**src/vlfd_pkg.sv**
```systemverilog
// Constants, field layouts and types for the line fault diagnosis block.
// Assumes a 25 MHz system clock and one-cycle sample and timeslot strobes.
package vlfd_pkg;

  // ----------------------------------------------------------------
  // Register map (index times four gives the APB byte address)
  // ----------------------------------------------------------------
  localparam int unsigned IDX_DIAG_CTRL = 2;
  localparam int unsigned IDX_COMMAND = 3;
  localparam int unsigned IDX_STATUS = 4;
  localparam int unsigned IDX_CODING = 5;
  localparam logic [7:0] ADDR_DIAG_CTRL = 8'(4 * IDX_DIAG_CTRL);
  localparam logic [7:0] ADDR_COMMAND = 8'(4 * IDX_COMMAND);
  localparam logic [7:0] ADDR_STATUS = 8'(4 * IDX_STATUS);
  localparam logic [7:0] ADDR_CODING = 8'(4 * IDX_CODING);

  // Field positions and reset values
  localparam int unsigned CMD_MANUAL_TICK_BIT = 0;
  localparam int unsigned CODING_PULSED_BIT = 0;
  localparam logic [7:0] DIAG_CTRL_RST = 8'h00;
  localparam logic CODING_PULSED_RST = 1'h0;
  localparam logic [2:0] LINE_IDLE_RST = 3'h7;

  // ----------------------------------------------------------------
  // Counts
  // ----------------------------------------------------------------
  localparam logic [2:0] FILT_SAMPLES = 3'h5;
  localparam logic [2:0] EDGE_LIMIT = 3'h4;
  localparam logic [3:0] DOM_SLOTS = 4'h8;
  localparam logic [3:0] TX_GUARD_SAMPLES = 4'h7;
  localparam logic [1:0] RECOVER_TICKS = 2'h2;
  localparam int unsigned TICK_CNT_W = 22;
  localparam logic [TICK_CNT_W-1:0] TICK_BASE_DIV = 22'h000040;

  // ----------------------------------------------------------------
  // Types
  // ----------------------------------------------------------------
  typedef enum logic [1:0] {
    VLFD_NOMINAL = 2'b00,
    VLFD_ON_B = 2'b01,
    VLFD_ON_A = 2'b10,
    VLFD_MAJOR = 2'b11
  } vlfd_state_type;

  typedef enum logic [1:0] {
    VLFD_FORCE_DIFF = 2'b00,
    VLFD_FORCE_B = 2'b01,
    VLFD_FORCE_A = 2'b10,
    VLFD_AUTO = 2'b11
  } vlfd_mode_type;

  typedef struct packed {
    logic [3:0] tick_div_sel;
    vlfd_mode_type mode;
    logic tx_diag_enable;
    logic diag_tick_div_enable;
  } vlfd_diag_ctrl_type;

  typedef struct packed {
    logic sof_start;
    logic id_start;
    logic rtr_start;
    logic ack_only;
    logic eof_done;
    logic arb_lost;
    logic code_viol;
  } vlfd_tx_event_type;

endpackage : vlfd_pkg

```
**src/vlfd_line_diag.sv**
```systemverilog
// Line fault diagnosis: input filtering, fault analyses, source selection, APB registers.
// Assumes frame logic supplies sample/timeslot strobes, end-of-frame and transmit events.
`timescale 1ns/1ps
`default_nettype none

module vlfd_line_diag
(
  // Clock, reset, enable
  input wire logic clk_sys_in,
  input wire logic rst_n_in,
  input wire logic ce_in,
  // Line receivers
  input wire logic diff_line_input_in,
  input wire logic single_line_input_a_in,
  input wire logic single_line_input_b_in,
  // Frame logic strobes
  input wire logic sample_tick_in,
  input wire logic timeslot_tick_in,
  input wire logic line_transmit_in,
  input wire logic eof_detect_in,
  input wire vlfd_pkg::vlfd_tx_event_type tx_event_in,
  // APB slave
  input wire logic psel_in,
  input wire logic penable_in,
  input wire logic pwrite_in,
  input wire logic [7:0] paddr_in,
  input wire logic [31:0] pwdata_in,
  output logic [31:0] prdata_out,
  output logic pready_out,
  output logic pslverr_out,
  // Diagnosis results
  output logic rx_data_out,
  output logic line_state_hi_out,
  output logic line_state_lo_out,
  output logic input_mismatch_flag_out,
  output logic return_idle_pulse_out,
  output logic sync_diag_tick_out,
  output logic tx_active_window_out
);

  // ----------------------------------------------------------------
  // Declarations
  // ----------------------------------------------------------------
  vlfd_pkg::vlfd_diag_ctrl_type ctrl_q;
  vlfd_pkg::vlfd_state_type state_q;
  vlfd_pkg::vlfd_state_type state_d;
  logic pulsed_q;
  logic manual_tick_q;
  logic div_tick_q;
  logic [vlfd_pkg::TICK_CNT_W-2:0] div_cnt_q;
  logic [vlfd_pkg::TICK_CNT_W-1:0] div_full;
  logic [2:0] s1_q;
  logic [2:0] s2_q;
  logic [2:0] s3_q;
  logic [2:0] lvl_q;
  logic [2:0] filt_q;
  logic [2:0] edge_q;
  logic [2:0] fcnt_q [3];
  logic [2:0] cnt_a_q;
  logic [2:0] cnt_b_q;
  logic [2:0] sync_cnt_q;
  logic [3:0] dom_cnt_q;
  logic [3:0] txdom_cnt_q;
  logic [1:0] quiet_q;
  logic fail_seen_q;
  logic alt_q;
  logic tip_q;
  logic mis_flag_q;
  logic pready_q;
  logic [31:0] rd_data;
  logic hit;
  logic access;
  logic [1:0] sel;
  logic auto_mode;
  logic ri_now;
  logic tick_now;
  logic mismatch;
  logic fail_a;
  logic fail_b;
  logic major;
  logic fail_any;
  logic recover;

  assign access = psel_in & penable_in;
  assign auto_mode = (ctrl_q.mode == vlfd_pkg::VLFD_AUTO);
  assign ri_now = eof_detect_in & ~auto_mode;
  assign tick_now = div_tick_q | manual_tick_q;
  assign mismatch = ~((filt_q[0] == filt_q[1]) && (filt_q[1] == filt_q[2]));
  assign fail_any = fail_a | fail_b | major;

  // ----------------------------------------------------------------
  // APB register access
  // ----------------------------------------------------------------
  always_comb
  begin
    rd_data = 32'h0;
    hit = 1'h1;
    case (paddr_in)
      vlfd_pkg::ADDR_DIAG_CTRL: rd_data = {24'h0, ctrl_q};
      vlfd_pkg::ADDR_COMMAND: rd_data = 32'h0;
      vlfd_pkg::ADDR_STATUS: rd_data = {29'h0, state_q, mis_flag_q};
      vlfd_pkg::ADDR_CODING: rd_data = {31'h0, pulsed_q};
      default: hit = 1'h0;
    endcase
  end

  always_ff @(posedge clk_sys_in or negedge rst_n_in)
  begin
    if (!rst_n_in)
    begin
      pready_q <= 1'h0;
      prdata_out <= 32'h0;
      pslverr_out <= 1'h0;
      ctrl_q <= vlfd_pkg::DIAG_CTRL_RST;
      pulsed_q <= vlfd_pkg::CODING_PULSED_RST;
      manual_tick_q <= 1'h0;
    end
    else if (ce_in)
    begin
      pready_q <= access & ~pready_q;
      manual_tick_q <= 1'h0;
      if (access && !pready_q)
      begin
        prdata_out <= pwrite_in ? 32'h0 : rd_data;
        pslverr_out <= ~hit;
      end
      if (access && pready_q && pwrite_in)
      begin
        case (paddr_in)
          vlfd_pkg::ADDR_DIAG_CTRL: ctrl_q <= vlfd_pkg::vlfd_diag_ctrl_type'(pwdata_in[7:0]);
          vlfd_pkg::ADDR_COMMAND: manual_tick_q <= pwdata_in[vlfd_pkg::CMD_MANUAL_TICK_BIT];
          vlfd_pkg::ADDR_CODING: pulsed_q <= pwdata_in[vlfd_pkg::CODING_PULSED_BIT];
          default: ;
        endcase
      end
    end
  end

  assign pready_out = pready_q;

  // ----------------------------------------------------------------
  // Input synchronisers and digital filters
  // ----------------------------------------------------------------
  always_ff @(posedge clk_sys_in or negedge rst_n_in)
  begin
    if (!rst_n_in)
    begin
      s1_q <= vlfd_pkg::LINE_IDLE_RST;
      s2_q <= vlfd_pkg::LINE_IDLE_RST;
      s3_q <= vlfd_pkg::LINE_IDLE_RST;
      lvl_q <= vlfd_pkg::LINE_IDLE_RST;
      filt_q <= vlfd_pkg::LINE_IDLE_RST;
      edge_q <= 3'h0;
      for (int i = 0; i < 3; i++)
      begin
        fcnt_q[i] <= 3'h0;
      end
    end
    else if (ce_in)
    begin
      s1_q <= {single_line_input_b_in, single_line_input_a_in, diff_line_input_in};
      s2_q <= s1_q;
      s3_q <= s2_q;
      edge_q <= 3'h0;
      for (int i = 0; i < 3; i++)
      begin
        if (s2_q[i] == s3_q[i])
        begin
          lvl_q[i] <= s3_q[i];
        end
        if (sample_tick_in)
        begin
          if (lvl_q[i] == filt_q[i])
          begin
            fcnt_q[i] <= 3'h0;
          end
          else if (fcnt_q[i] == vlfd_pkg::FILT_SAMPLES - 3'h1)
          begin
            filt_q[i] <= lvl_q[i];
            fcnt_q[i] <= 3'h0;
            edge_q[i] <= 1'h1;
          end
          else
          begin
            fcnt_q[i] <= fcnt_q[i] + 3'h1;
          end
        end
      end
    end
  end

  // ----------------------------------------------------------------
  // Source selection
  // ----------------------------------------------------------------
  always_comb
  begin
    case (ctrl_q.mode)
      vlfd_pkg::VLFD_FORCE_DIFF: sel = 2'h0;
      vlfd_pkg::VLFD_FORCE_B: sel = 2'h2;
      vlfd_pkg::VLFD_FORCE_A: sel = 2'h1;
      default:
      begin
        case (state_q)
          vlfd_pkg::VLFD_ON_B: sel = 2'h2;
          vlfd_pkg::VLFD_ON_A: sel = 2'h1;
          vlfd_pkg::VLFD_MAJOR: sel = alt_q ? 2'h2 : 2'h1;
          default: sel = 2'h0;
        endcase
      end
    endcase
    if (pulsed_q)
    begin
      sel = 2'h0;
    end
  end

  // ----------------------------------------------------------------
  // Diagnosis tick divider
  // ----------------------------------------------------------------
  assign div_full = vlfd_pkg::TICK_BASE_DIV << ctrl_q.tick_div_sel;

  always_ff @(posedge clk_sys_in or negedge rst_n_in)
  begin
    if (!rst_n_in)
    begin
      div_cnt_q <= '0;
      div_tick_q <= 1'h0;
    end
    else if (ce_in)
    begin
      div_tick_q <= 1'h0;
      if (!ctrl_q.diag_tick_div_enable)
      begin
        div_cnt_q <= '0;
      end
      else if (timeslot_tick_in)
      begin
        if (div_cnt_q == div_full[vlfd_pkg::TICK_CNT_W-2:0] - 1'h1)
        begin
          div_cnt_q <= '0;
          div_tick_q <= 1'h1;
        end
        else
        begin
          div_cnt_q <= div_cnt_q + 1'h1;
        end
      end
    end
  end

  // ----------------------------------------------------------------
  // Transition and protocol analyses
  // ----------------------------------------------------------------
  always_ff @(posedge clk_sys_in or negedge rst_n_in)
  begin
    if (!rst_n_in)
    begin
      cnt_a_q <= 3'h0;
      cnt_b_q <= 3'h0;
      sync_cnt_q <= 3'h0;
      dom_cnt_q <= 4'h0;
      txdom_cnt_q <= 4'h0;
    end
    else if (ce_in)
    begin
      if (eof_detect_in || tick_now)
      begin
        cnt_a_q <= 3'h0;
        cnt_b_q <= 3'h0;
      end
      else
      begin
        if (edge_q[1] && cnt_a_q != vlfd_pkg::EDGE_LIMIT)
        begin
          cnt_a_q <= cnt_a_q + 3'h1;
        end
        if (edge_q[2] && cnt_b_q != vlfd_pkg::EDGE_LIMIT)
        begin
          cnt_b_q <= cnt_b_q + 3'h1;
        end
      end
      if (tick_now)
      begin
        sync_cnt_q <= 3'h0;
      end
      else if (edge_q[sel] && sync_cnt_q != vlfd_pkg::EDGE_LIMIT)
      begin
        sync_cnt_q <= sync_cnt_q + 3'h1;
      end
      if (timeslot_tick_in)
      begin
        if (filt_q[sel])
        begin
          dom_cnt_q <= 4'h0;
        end
        else if (dom_cnt_q != vlfd_pkg::DOM_SLOTS)
        begin
          dom_cnt_q <= dom_cnt_q + 4'h1;
        end
      end
      if (!tip_q || line_transmit_in)
      begin
        txdom_cnt_q <= 4'h0;
      end
      else if (sample_tick_in && txdom_cnt_q != vlfd_pkg::TX_GUARD_SAMPLES)
      begin
        txdom_cnt_q <= txdom_cnt_q + 4'h1;
      end
    end
  end

  // ----------------------------------------------------------------
  // Diagnosis state
  // ----------------------------------------------------------------
  always_comb
  begin
    fail_a = 1'h0;
    fail_b = 1'h0;
    major = 1'h0;
    if (!pulsed_q)
    begin
      // Period closing: counts about to clear must not block a recovery
      fail_b = (cnt_a_q == vlfd_pkg::EDGE_LIMIT) && (cnt_b_q == 3'h0) && !eof_detect_in && !tick_now;
      fail_a = (cnt_b_q == vlfd_pkg::EDGE_LIMIT) && (cnt_a_q == 3'h0) && !eof_detect_in && !tick_now;
      if (txdom_cnt_q == vlfd_pkg::TX_GUARD_SAMPLES && filt_q[1] != filt_q[2])
      begin
        fail_b = fail_b | ~filt_q[1];
        fail_a = fail_a | ~filt_q[2];
      end
      major = (tick_now && sync_cnt_q < vlfd_pkg::EDGE_LIMIT)
        || (dom_cnt_q == vlfd_pkg::DOM_SLOTS);
    end
    if (auto_mode)
    begin
      recover = tick_now && !fail_seen_q && !fail_any
        && (quiet_q == vlfd_pkg::RECOVER_TICKS - 2'h1);
    end
    else
    begin
      recover = ri_now;
    end
    state_d = recover ? vlfd_pkg::VLFD_NOMINAL : state_q;
    state_d = vlfd_pkg::vlfd_state_type'(state_d | {fail_b, fail_a});
    if (major)
    begin
      state_d = vlfd_pkg::VLFD_MAJOR;
    end
    if (pulsed_q)
    begin
      state_d = vlfd_pkg::VLFD_NOMINAL;
    end
  end

  always_ff @(posedge clk_sys_in or negedge rst_n_in)
  begin
    if (!rst_n_in)
    begin
      state_q <= vlfd_pkg::VLFD_NOMINAL;
      quiet_q <= 2'h0;
      fail_seen_q <= 1'h0;
      alt_q <= 1'h0;
    end
    else if (ce_in)
    begin
      state_q <= state_d;
      if (tick_now)
      begin
        fail_seen_q <= 1'h0;
        quiet_q <= (fail_seen_q || fail_any || recover) ? 2'h0 : quiet_q + 2'h1;
        alt_q <= (state_q == vlfd_pkg::VLFD_MAJOR) ? ~alt_q : alt_q;
      end
      else if (fail_any)
      begin
        fail_seen_q <= 1'h1;
      end
    end
  end

  // ----------------------------------------------------------------
  // Mismatch flag, transmit window and registered outputs
  // ----------------------------------------------------------------
  always_ff @(posedge clk_sys_in or negedge rst_n_in)
  begin
    if (!rst_n_in)
    begin
      mis_flag_q <= 1'h0;
    end
    else if (ce_in)
    begin
      if (mismatch && !pulsed_q)
      begin
        mis_flag_q <= 1'h1;
      end
      else if (ri_now)
      begin
        mis_flag_q <= 1'h0;
      end
    end
  end

  always_ff @(posedge clk_sys_in or negedge rst_n_in)
  begin
    if (!rst_n_in)
    begin
      tip_q <= 1'h0;
    end
    else if (ce_in)
    begin
      if (!ctrl_q.tx_diag_enable)
      begin
        tip_q <= 1'h0;
      end
      else if (tx_event_in.eof_done || tx_event_in.arb_lost || tx_event_in.code_viol)
      begin
        tip_q <= 1'h0;
      end
      else if (!tx_event_in.ack_only
        && (tx_event_in.sof_start || tx_event_in.id_start || tx_event_in.rtr_start))
      begin
        tip_q <= 1'h1;
      end
    end
  end

  always_ff @(posedge clk_sys_in or negedge rst_n_in)
  begin
    if (!rst_n_in)
    begin
      rx_data_out <= 1'h1;
      line_state_hi_out <= 1'h0;
      line_state_lo_out <= 1'h0;
      input_mismatch_flag_out <= 1'h0;
      return_idle_pulse_out <= 1'h0;
      sync_diag_tick_out <= 1'h0;
      tx_active_window_out <= 1'h0;
    end
    else if (ce_in)
    begin
      rx_data_out <= filt_q[sel];
      {line_state_hi_out, line_state_lo_out} <= state_q;
      input_mismatch_flag_out <= mis_flag_q;
      return_idle_pulse_out <= ri_now;
      sync_diag_tick_out <= tick_now;
      tx_active_window_out <= tip_q;
    end
  end
endmodule : vlfd_line_diag

`default_nettype wire

```
**config.mk**
```make
export PLATFORM = sky130hd
export DESIGN_NAME = vlfd_line_diag
export DESIGN_NICKNAME = d
export VERILOG_FILES = /design/src/vlfd_pkg.sv /design/src/vlfd_line_diag.sv
export SDC_FILE = /design/constraint.sdc
export NUM_CORES = 1
export LEC_CHECK = 0
export BUFFER_PORTS_ARGS = -buffer_cell sky130_fd_sc_hd__buf_2
export CAP_MARGIN = 5
export CORE_MARGIN = 10
export CORE_UTILIZATION = 51
export DETAILED_ROUTE_END_ITERATION = 10
export PLACE_DENSITY = 0.77
export SLEW_MARGIN = 20
export SYNTH_ARGS = -nofsm -noshare
export SYNTH_HDL_FRONTEND = slang
export SYNTH_SLANG_ARGS = --single-unit
```
**constraint.sdc**
```tcl
create_clock -name clk_sys_in -period 3.3 [get_ports clk_sys_in]
set_input_delay 0.33 -clock clk_sys_in [delete_from_list [all_inputs] [get_ports clk_sys_in]]
set_output_delay 0.33 -clock clk_sys_in [all_outputs]
set_load 0.03 [all_outputs]
```
Yosys cells after proc, flatten, opt, wreduce, memory -nomap -nowiden
Cells that the tools add are included.

storage, ports and cells
  latch bits = 0
  RAM bits = 0
  memories kept = 0
  memory bits (read-only) = 0
  register bits = 125

cells by class
  $add $sub $neg = 11
  reductions and logical operators = 70
  divide/modulo/power cells = 0
  bitwise gates (word level) = 19
  $mul = 0
  $lt $le $gt $ge = 2
  shift operators = 1
  mux-type cells = 61
  eq/ne operators = 35

operators with widths
  cell                                                                    count
  21-bit 2-to-1 mux                                                       3
  3-bit 2-to-1 mux                                                        12
  32-bit 2-to-1 mux                                                       1
  1-bit 2-to-1 mux                                                        30
  2-bit AND reduction                                                     14
  8-bit one-hot mux with 3 select lines                                   1
  21-bit by 1-bit adder with 21-bit output (second input constant)        1
  21-bit equality test                                                    1
  1-bit logical AND                                                       21
  7-bit by 4-bit << shifter with 21-bit output (first input constant)     1
  21-bit by 1-bit subtractor with 21-bit output (second input constant)   1
  3-bit by 1-bit adder with 3-bit output (second input constant)          6
  8-bit by 4-bit equality test with 1-bit output (second input constant)  2
  8-bit by 5-bit equality test with 1-bit output (second input constant)  2
  4-bit 2-to-1 mux                                                        4
  3-bit equality test (second input constant)                             5
  2-bit nonzero test                                                      7
  2-bit 2-to-1 mux                                                        6
  2-bit one-hot mux with 3 select lines                                   2
  3-bit AND reduction                                                     4
  4-bit AND reduction                                                     3
  1-bit inverter                                                          10
  1-bit logical OR                                                        9
  3-bit != test (second input constant)                                   3
  other kinds (22)                                                        50

Depth between registers and ports, before layout
  depth after elaboration = 17
  mapped depth = 16

Least setup slack after synthesis
Ideal clock, no wire load.

  path kind = reg-to-reg
  start point = register ctrl_q[7] (netlist name)
  end point = register div_cnt_q[14] (netlist name)
  arrival time = 3480 ps
  path buffers = 5
  data required time = 3176 ps
  stages on the path, launching flop included = 16
  path slack = -304 ps
  path through = dfrtp_1 buf_2 clkbuf_1 clkbuf_1 nor2_1 nand3_1 ha_1 buf_2 or3b_1 a211o_1 o221a_1 or4_4 o31ai_4 buf_4 nor3_1 a211o_1

between the ends
  word-level cells in the longest chain between the ends = 6

RTL lines
  element                                        line                   text
  start: declaration                             vlfd_line_diag.sv:44   vlfd_pkg::vlfd_diag_ctrl_type ctrl_q;
  start signal: assignment                       vlfd_line_diag.sv:114  ctrl_q <= vlfd_pkg::DIAG_CTRL_RST;
  start signal: assignment                       vlfd_line_diag.sv:130  vlfd_pkg::ADDR_DIAG_CTRL: ctrl_q <= vlfd_pkg::vlfd_diag_ctrl_type'(pwdata_in[7:0]);
  7-bit by 4-bit << shifter with 21-bit output   vlfd_line_diag.sv:220  assign div_full = vlfd_pkg::TICK_BASE_DIV << ctrl_q.tick_div_sel;
  21-bit by 1-bit subtractor with 21-bit output  vlfd_line_diag.sv:238  if (div_cnt_q == div_full[vlfd_pkg::TICK_CNT_W-2:0] - 1'h1)
  21-bit equality test                           vlfd_line_diag.sv:238
  21-bit 2-to-1 mux                              vlfd_line_diag.sv:238
  21-bit 2-to-1 mux                              vlfd_line_diag.sv:236  else if (timeslot_tick_in)
  21-bit 2-to-1 mux                              vlfd_line_diag.sv:232  if (!ctrl_q.diag_tick_div_enable)
  end signal: assignment                         vlfd_line_diag.sv:245  div_cnt_q <= div_cnt_q + 1'h1;
  end: declaration                               vlfd_line_diag.sv:50   logic [vlfd_pkg::TICK_CNT_W-2:0] div_cnt_q;

Every way passes these cells. The select of a mux whose other input is x is not followed.
A chain may end at the register's enable or synchronous reset.

Worst setup path in the final report
  start point = register ctrl_q[6] (netlist name)
  end point = register div_cnt_q[16] (netlist name)

The elaborated chain is that of the path after synthesis.

==> impl_metrics.py <==
metrics = {
    "run_status": {
        "status": "finished with violations",
        "failed_checks": "negative hold slack",
    },
    "synth": {
        "synth_area_leaders": "dfrtp_1, dfstp_2, o21ai_0, mux2_2, nand2_1",
        "synth-seq-area-share_pct": 43.73,
        "synth_top_area_share_pct": 36.51,
        "synthArstFlopShare_pct": 100.0,
        "synth_cells": 633,
        "synth_seq_cells": 101,
        "synth_edf_count": 0,
        "ys.flop_type": "dfrtp_1",
        "syn_area_um2": 5826,
        "avgSynthCellArea_um2": 9.203,
        "yosys_warnings": 0,
        "yosysUniqueCellTypes": 65,
        "synth_top_cell_by_area": "dfrtp_1",
    },
    "floorplan": {
        "initial_core_util_pct": 52.81,
        "coreArea_um2": 11030,
        "fp.dieArea_um2": 16100,
        "fp.dieW_um": 126.9,
        "rows": 38,
        "die_h_um": 126.9,
        "pin_count": 101,
    },
    "timing": {
        "worst_slew_pin_slew_ns": 0.6424,
        "max-slew-margin-rel_pct": 57.17,
        "fin_worst_skew_ns": 0.01016,
        "fmax_mhz": 323.3,
        "min_period_over_period_pct": 93.73,
        "hold_violations": 5,
        "finalWorstPathRequiredPeriod_ns": 3.093,
        "setup_tns_ns": 0,
        "rsz0062_at_grt": "false",
        "drv_slew": 0,
        "whs_ns": -0.009298,
        "setup_violations": 0,
    },
    "clock_tree": {
        "cts_root_buf": "clkbuf_16",
        "cts_resized": 0,
        "cts.sinks": 101,
        "htree_levels": 3,
        "hold_buffers": 0,
        "clk_latency_ns": 0.35,
        "clk_pin_slew_worst_paths_ns": 0.07,
        "clk_path_buf_depth": 2,
        "cts_tree": "done",
        "cts_setup_buffers": 0,
        "cts_buffers": 9,
    },
    "routing": {
        "drt_iter0_markers": 339,
        "via_count": 4682,
        "routed_via_density": 5.717,
        "route.detailed.drc": 0,
        "first_pass_iters": 4,
        "antenna_left": 0,
        "wl_per_cell_um": 16.34,
        "drt_wl_total_um": 13380,
    },
    "cells_and_area": {
        "drive_above_1_share_pct": 18.56,
        "final_nets": 752,
        "seq_area_um2": 2547,
        "mostFrequentLayoutCells": "dfrtp_1, nand2_1, o21ai_0",
        "areaGrowthSynthToFinish_pct": 10.76,
        "diodes": 0,
        "multi_input_area_um2": 2934,
        "final_common_cell": "dfrtp_1",
        "post-route-util_pct": 58.50,
        "fill_cells": 937,
        "finalInstanceArea_um2": 6452,
    },
    "critical_path": {
        "critPathKind": "reg2reg",
        "cp-startpoint": "ctrl_q[6]",
        "cp-start-kind": "register",
        "critical_path.endpoint_type": "register",
        "crit_required_ns": 3.54,
        "path_buf_inv": 2,
        "worstRegToRegCells": 11,
        "slowest_delay_ns": 0.52,
        "critical-path-top-delay-family": "simple AND/OR/NAND/NOR gates",
        "cp_common_cell": "a211o_1",
        "path_depth": 11,
        "worstPathArrival_ns": 3.33,
        "critical_path.cell_chain": "inv_1, nand3_1, ha_4, or3b_1, a211o_1, o221a_1, or4_4, o31ai_4, buf_12, nor3_1, a211o_1",
        "timing.rr.start": "ctrl_q[6]",
        "crit_path_max_fanout": 30,
        "cp_slowest_cell": "or4_4",
    },
    "global_route": {
        "grt_usage_pct": 16.83,
        "antenna_found_initial": 0,
        "grt_overflow_total": 0,
        "grt_max_degree": 52,
        "grt_pass1_wl_um": 22810,
        "grt_pass1_vias": 4804,
    },
    "run": {
        "maxCapViolations": 0,
    },
    "power": {
        "p_clk_share_pct": 34.9,
        "ir_worst_vdd_mv": 0.4360,
        "p_switching_uw": 944.5,
        "power_frac_comb_pct": 16.9,
        "sequentialPowerShare_pct": 48.2,
        "p_sw_share_pct": 30.33,
        "p_leak_nw": 3.033,
        "power_density_nw_per_um2": 482.7,
        "internal_power_mw": 2.170,
    },
    "place": {
        "place_area_um2": 6130,
        "place.port_buffers": 52,
        "gp_congestion": 0.8597,
        "dpl.hpwl_um": 9694,
    },
    "hold_path": {
        "min-delay-path-class": "in2async",
    },
}
[routing by layer]
layer,vias to the layer above,track usage [%],wire length (µm),share of wire (%)
li1,2287,-,-,-
met1,2279,19.26,5652,42
met2,103,29.74,6908,52
met3,13,4.790,640,4.8
met4,0,5.023,176,1.3
met5,-,0,0,0
[worst reg2reg max path: cells and delay by family, from the launching register on]
| kind | cells | cell delay (ns) |
|---|---|---|
| AND/OR/NAND/NOR | 4 | 1.11 |
| AO/OA/AOI/OAI | 4 | 0.92 |
| flip-flops | 1 | 0.43 |
| buffers and inverters | 2 | 0.32 |
| adder cells (fa/ha/maj) | 1 | 0.20 |
[through the flow]
stage / hold WS (ns) / setup WS [ns] / power, mW / instances
after floorplan: 0.03441 / 0.0004341 / 1.889 / 656
after global placement: 0.3802 / 0.1849 / 1.990 / 803
final: -0.009298 / 0.2068 / 3.114 / 819
after CTS: 0.008748 / 0.07312 / 3.142 / 819
after global routing: 0.03545 / 0.06245 / 3.273 / 819
after detailed placement: 0.3826 / 0.1154 / 2.049 / 803
[logic make-up after synthesis]
family          count (synthesis)  synth area share [%]
mux                            27                 5.155
flops                         101                 43.73
xor+xnor                       12                 1.804
fa+ha+maj                      18                 3.866
simple gates                  220                 18.79
compound gates                163                 18.94
other cells                     1               0.06437
buf+inv                        91                 7.646
[worst paths after layout]
path                                 end  slack (ns)
setup / recovery           div_cnt_q[16]        0.21
hold / removal             prdata_out[6]      -0.009
setup reg to reg           div_cnt_q[16]        0.21
hold reg to reg            prdata_out[1]        0.48
max in group asynchronous      filt_q[0]        2.44
min in group clk_sys_in    prdata_out[0]        0.20
[flip-flops by register name, summed over array words and instances (netlist names), 4 cells and up]
signal	flops
div_cnt_q	21
fcnt_q	9
ctrl_q	8
prdata_out	8
dom_cnt_q	4
txdom_cnt_q	4
[power by group through the flow]
| stage | logic (mW) | clock network (mW) | registers [mW] |
|---|---|---|---|
| after floorplan | 0.378 | 0 | 1.51 |
| final | 0.526 | 1.09 | 1.50 |
| after global placement | 0.479 | 0 | 1.51 |
| after CTS | 0.528 | 1.11 | 1.50 |
| after detailed placement | 0.525 | 0 | 1.52 |
| after global routing | 0.591 | 1.16 | 1.52 |
[synth_stat cells, types with 4 or more instances]
library cell,count
xor2_1,4
a32o_1,8
nor2b_1,6
inv_1,36
buf_2,5
a211o_1,8
o21ai_0,57
a21o_1,11
buf_4,26
xnor2_1,8
a21oi_1,22
ha_1,18
mux2_2,24
a22o_1,8
o31ai_1,7
nor2_1,39
nor3b_1,8
nor4_1,5
nor3_1,26
nand2b_1,7
and2_1,4
nand4_1,7
nand3_1,22
or3_1,6
dfrtp_1,85
dfstp_2,16
clkbuf_1,23
and3_1,11
nand2_1,66
o21a_1,4
a21boi_0,5
[area by class of cell]
class | instances | area share, %
clock buffer | 10 | 3.878
clock inverter | 6 | 0.9308
inverter | 36 | 2.094
multi-input combinational | 464 | 45.47
sequential | 101 | 39.48
tap | 140 | 2.715
timing repair buffer | 62 | 5.430
No activity file was read; power rests on OpenSTA's default activity.
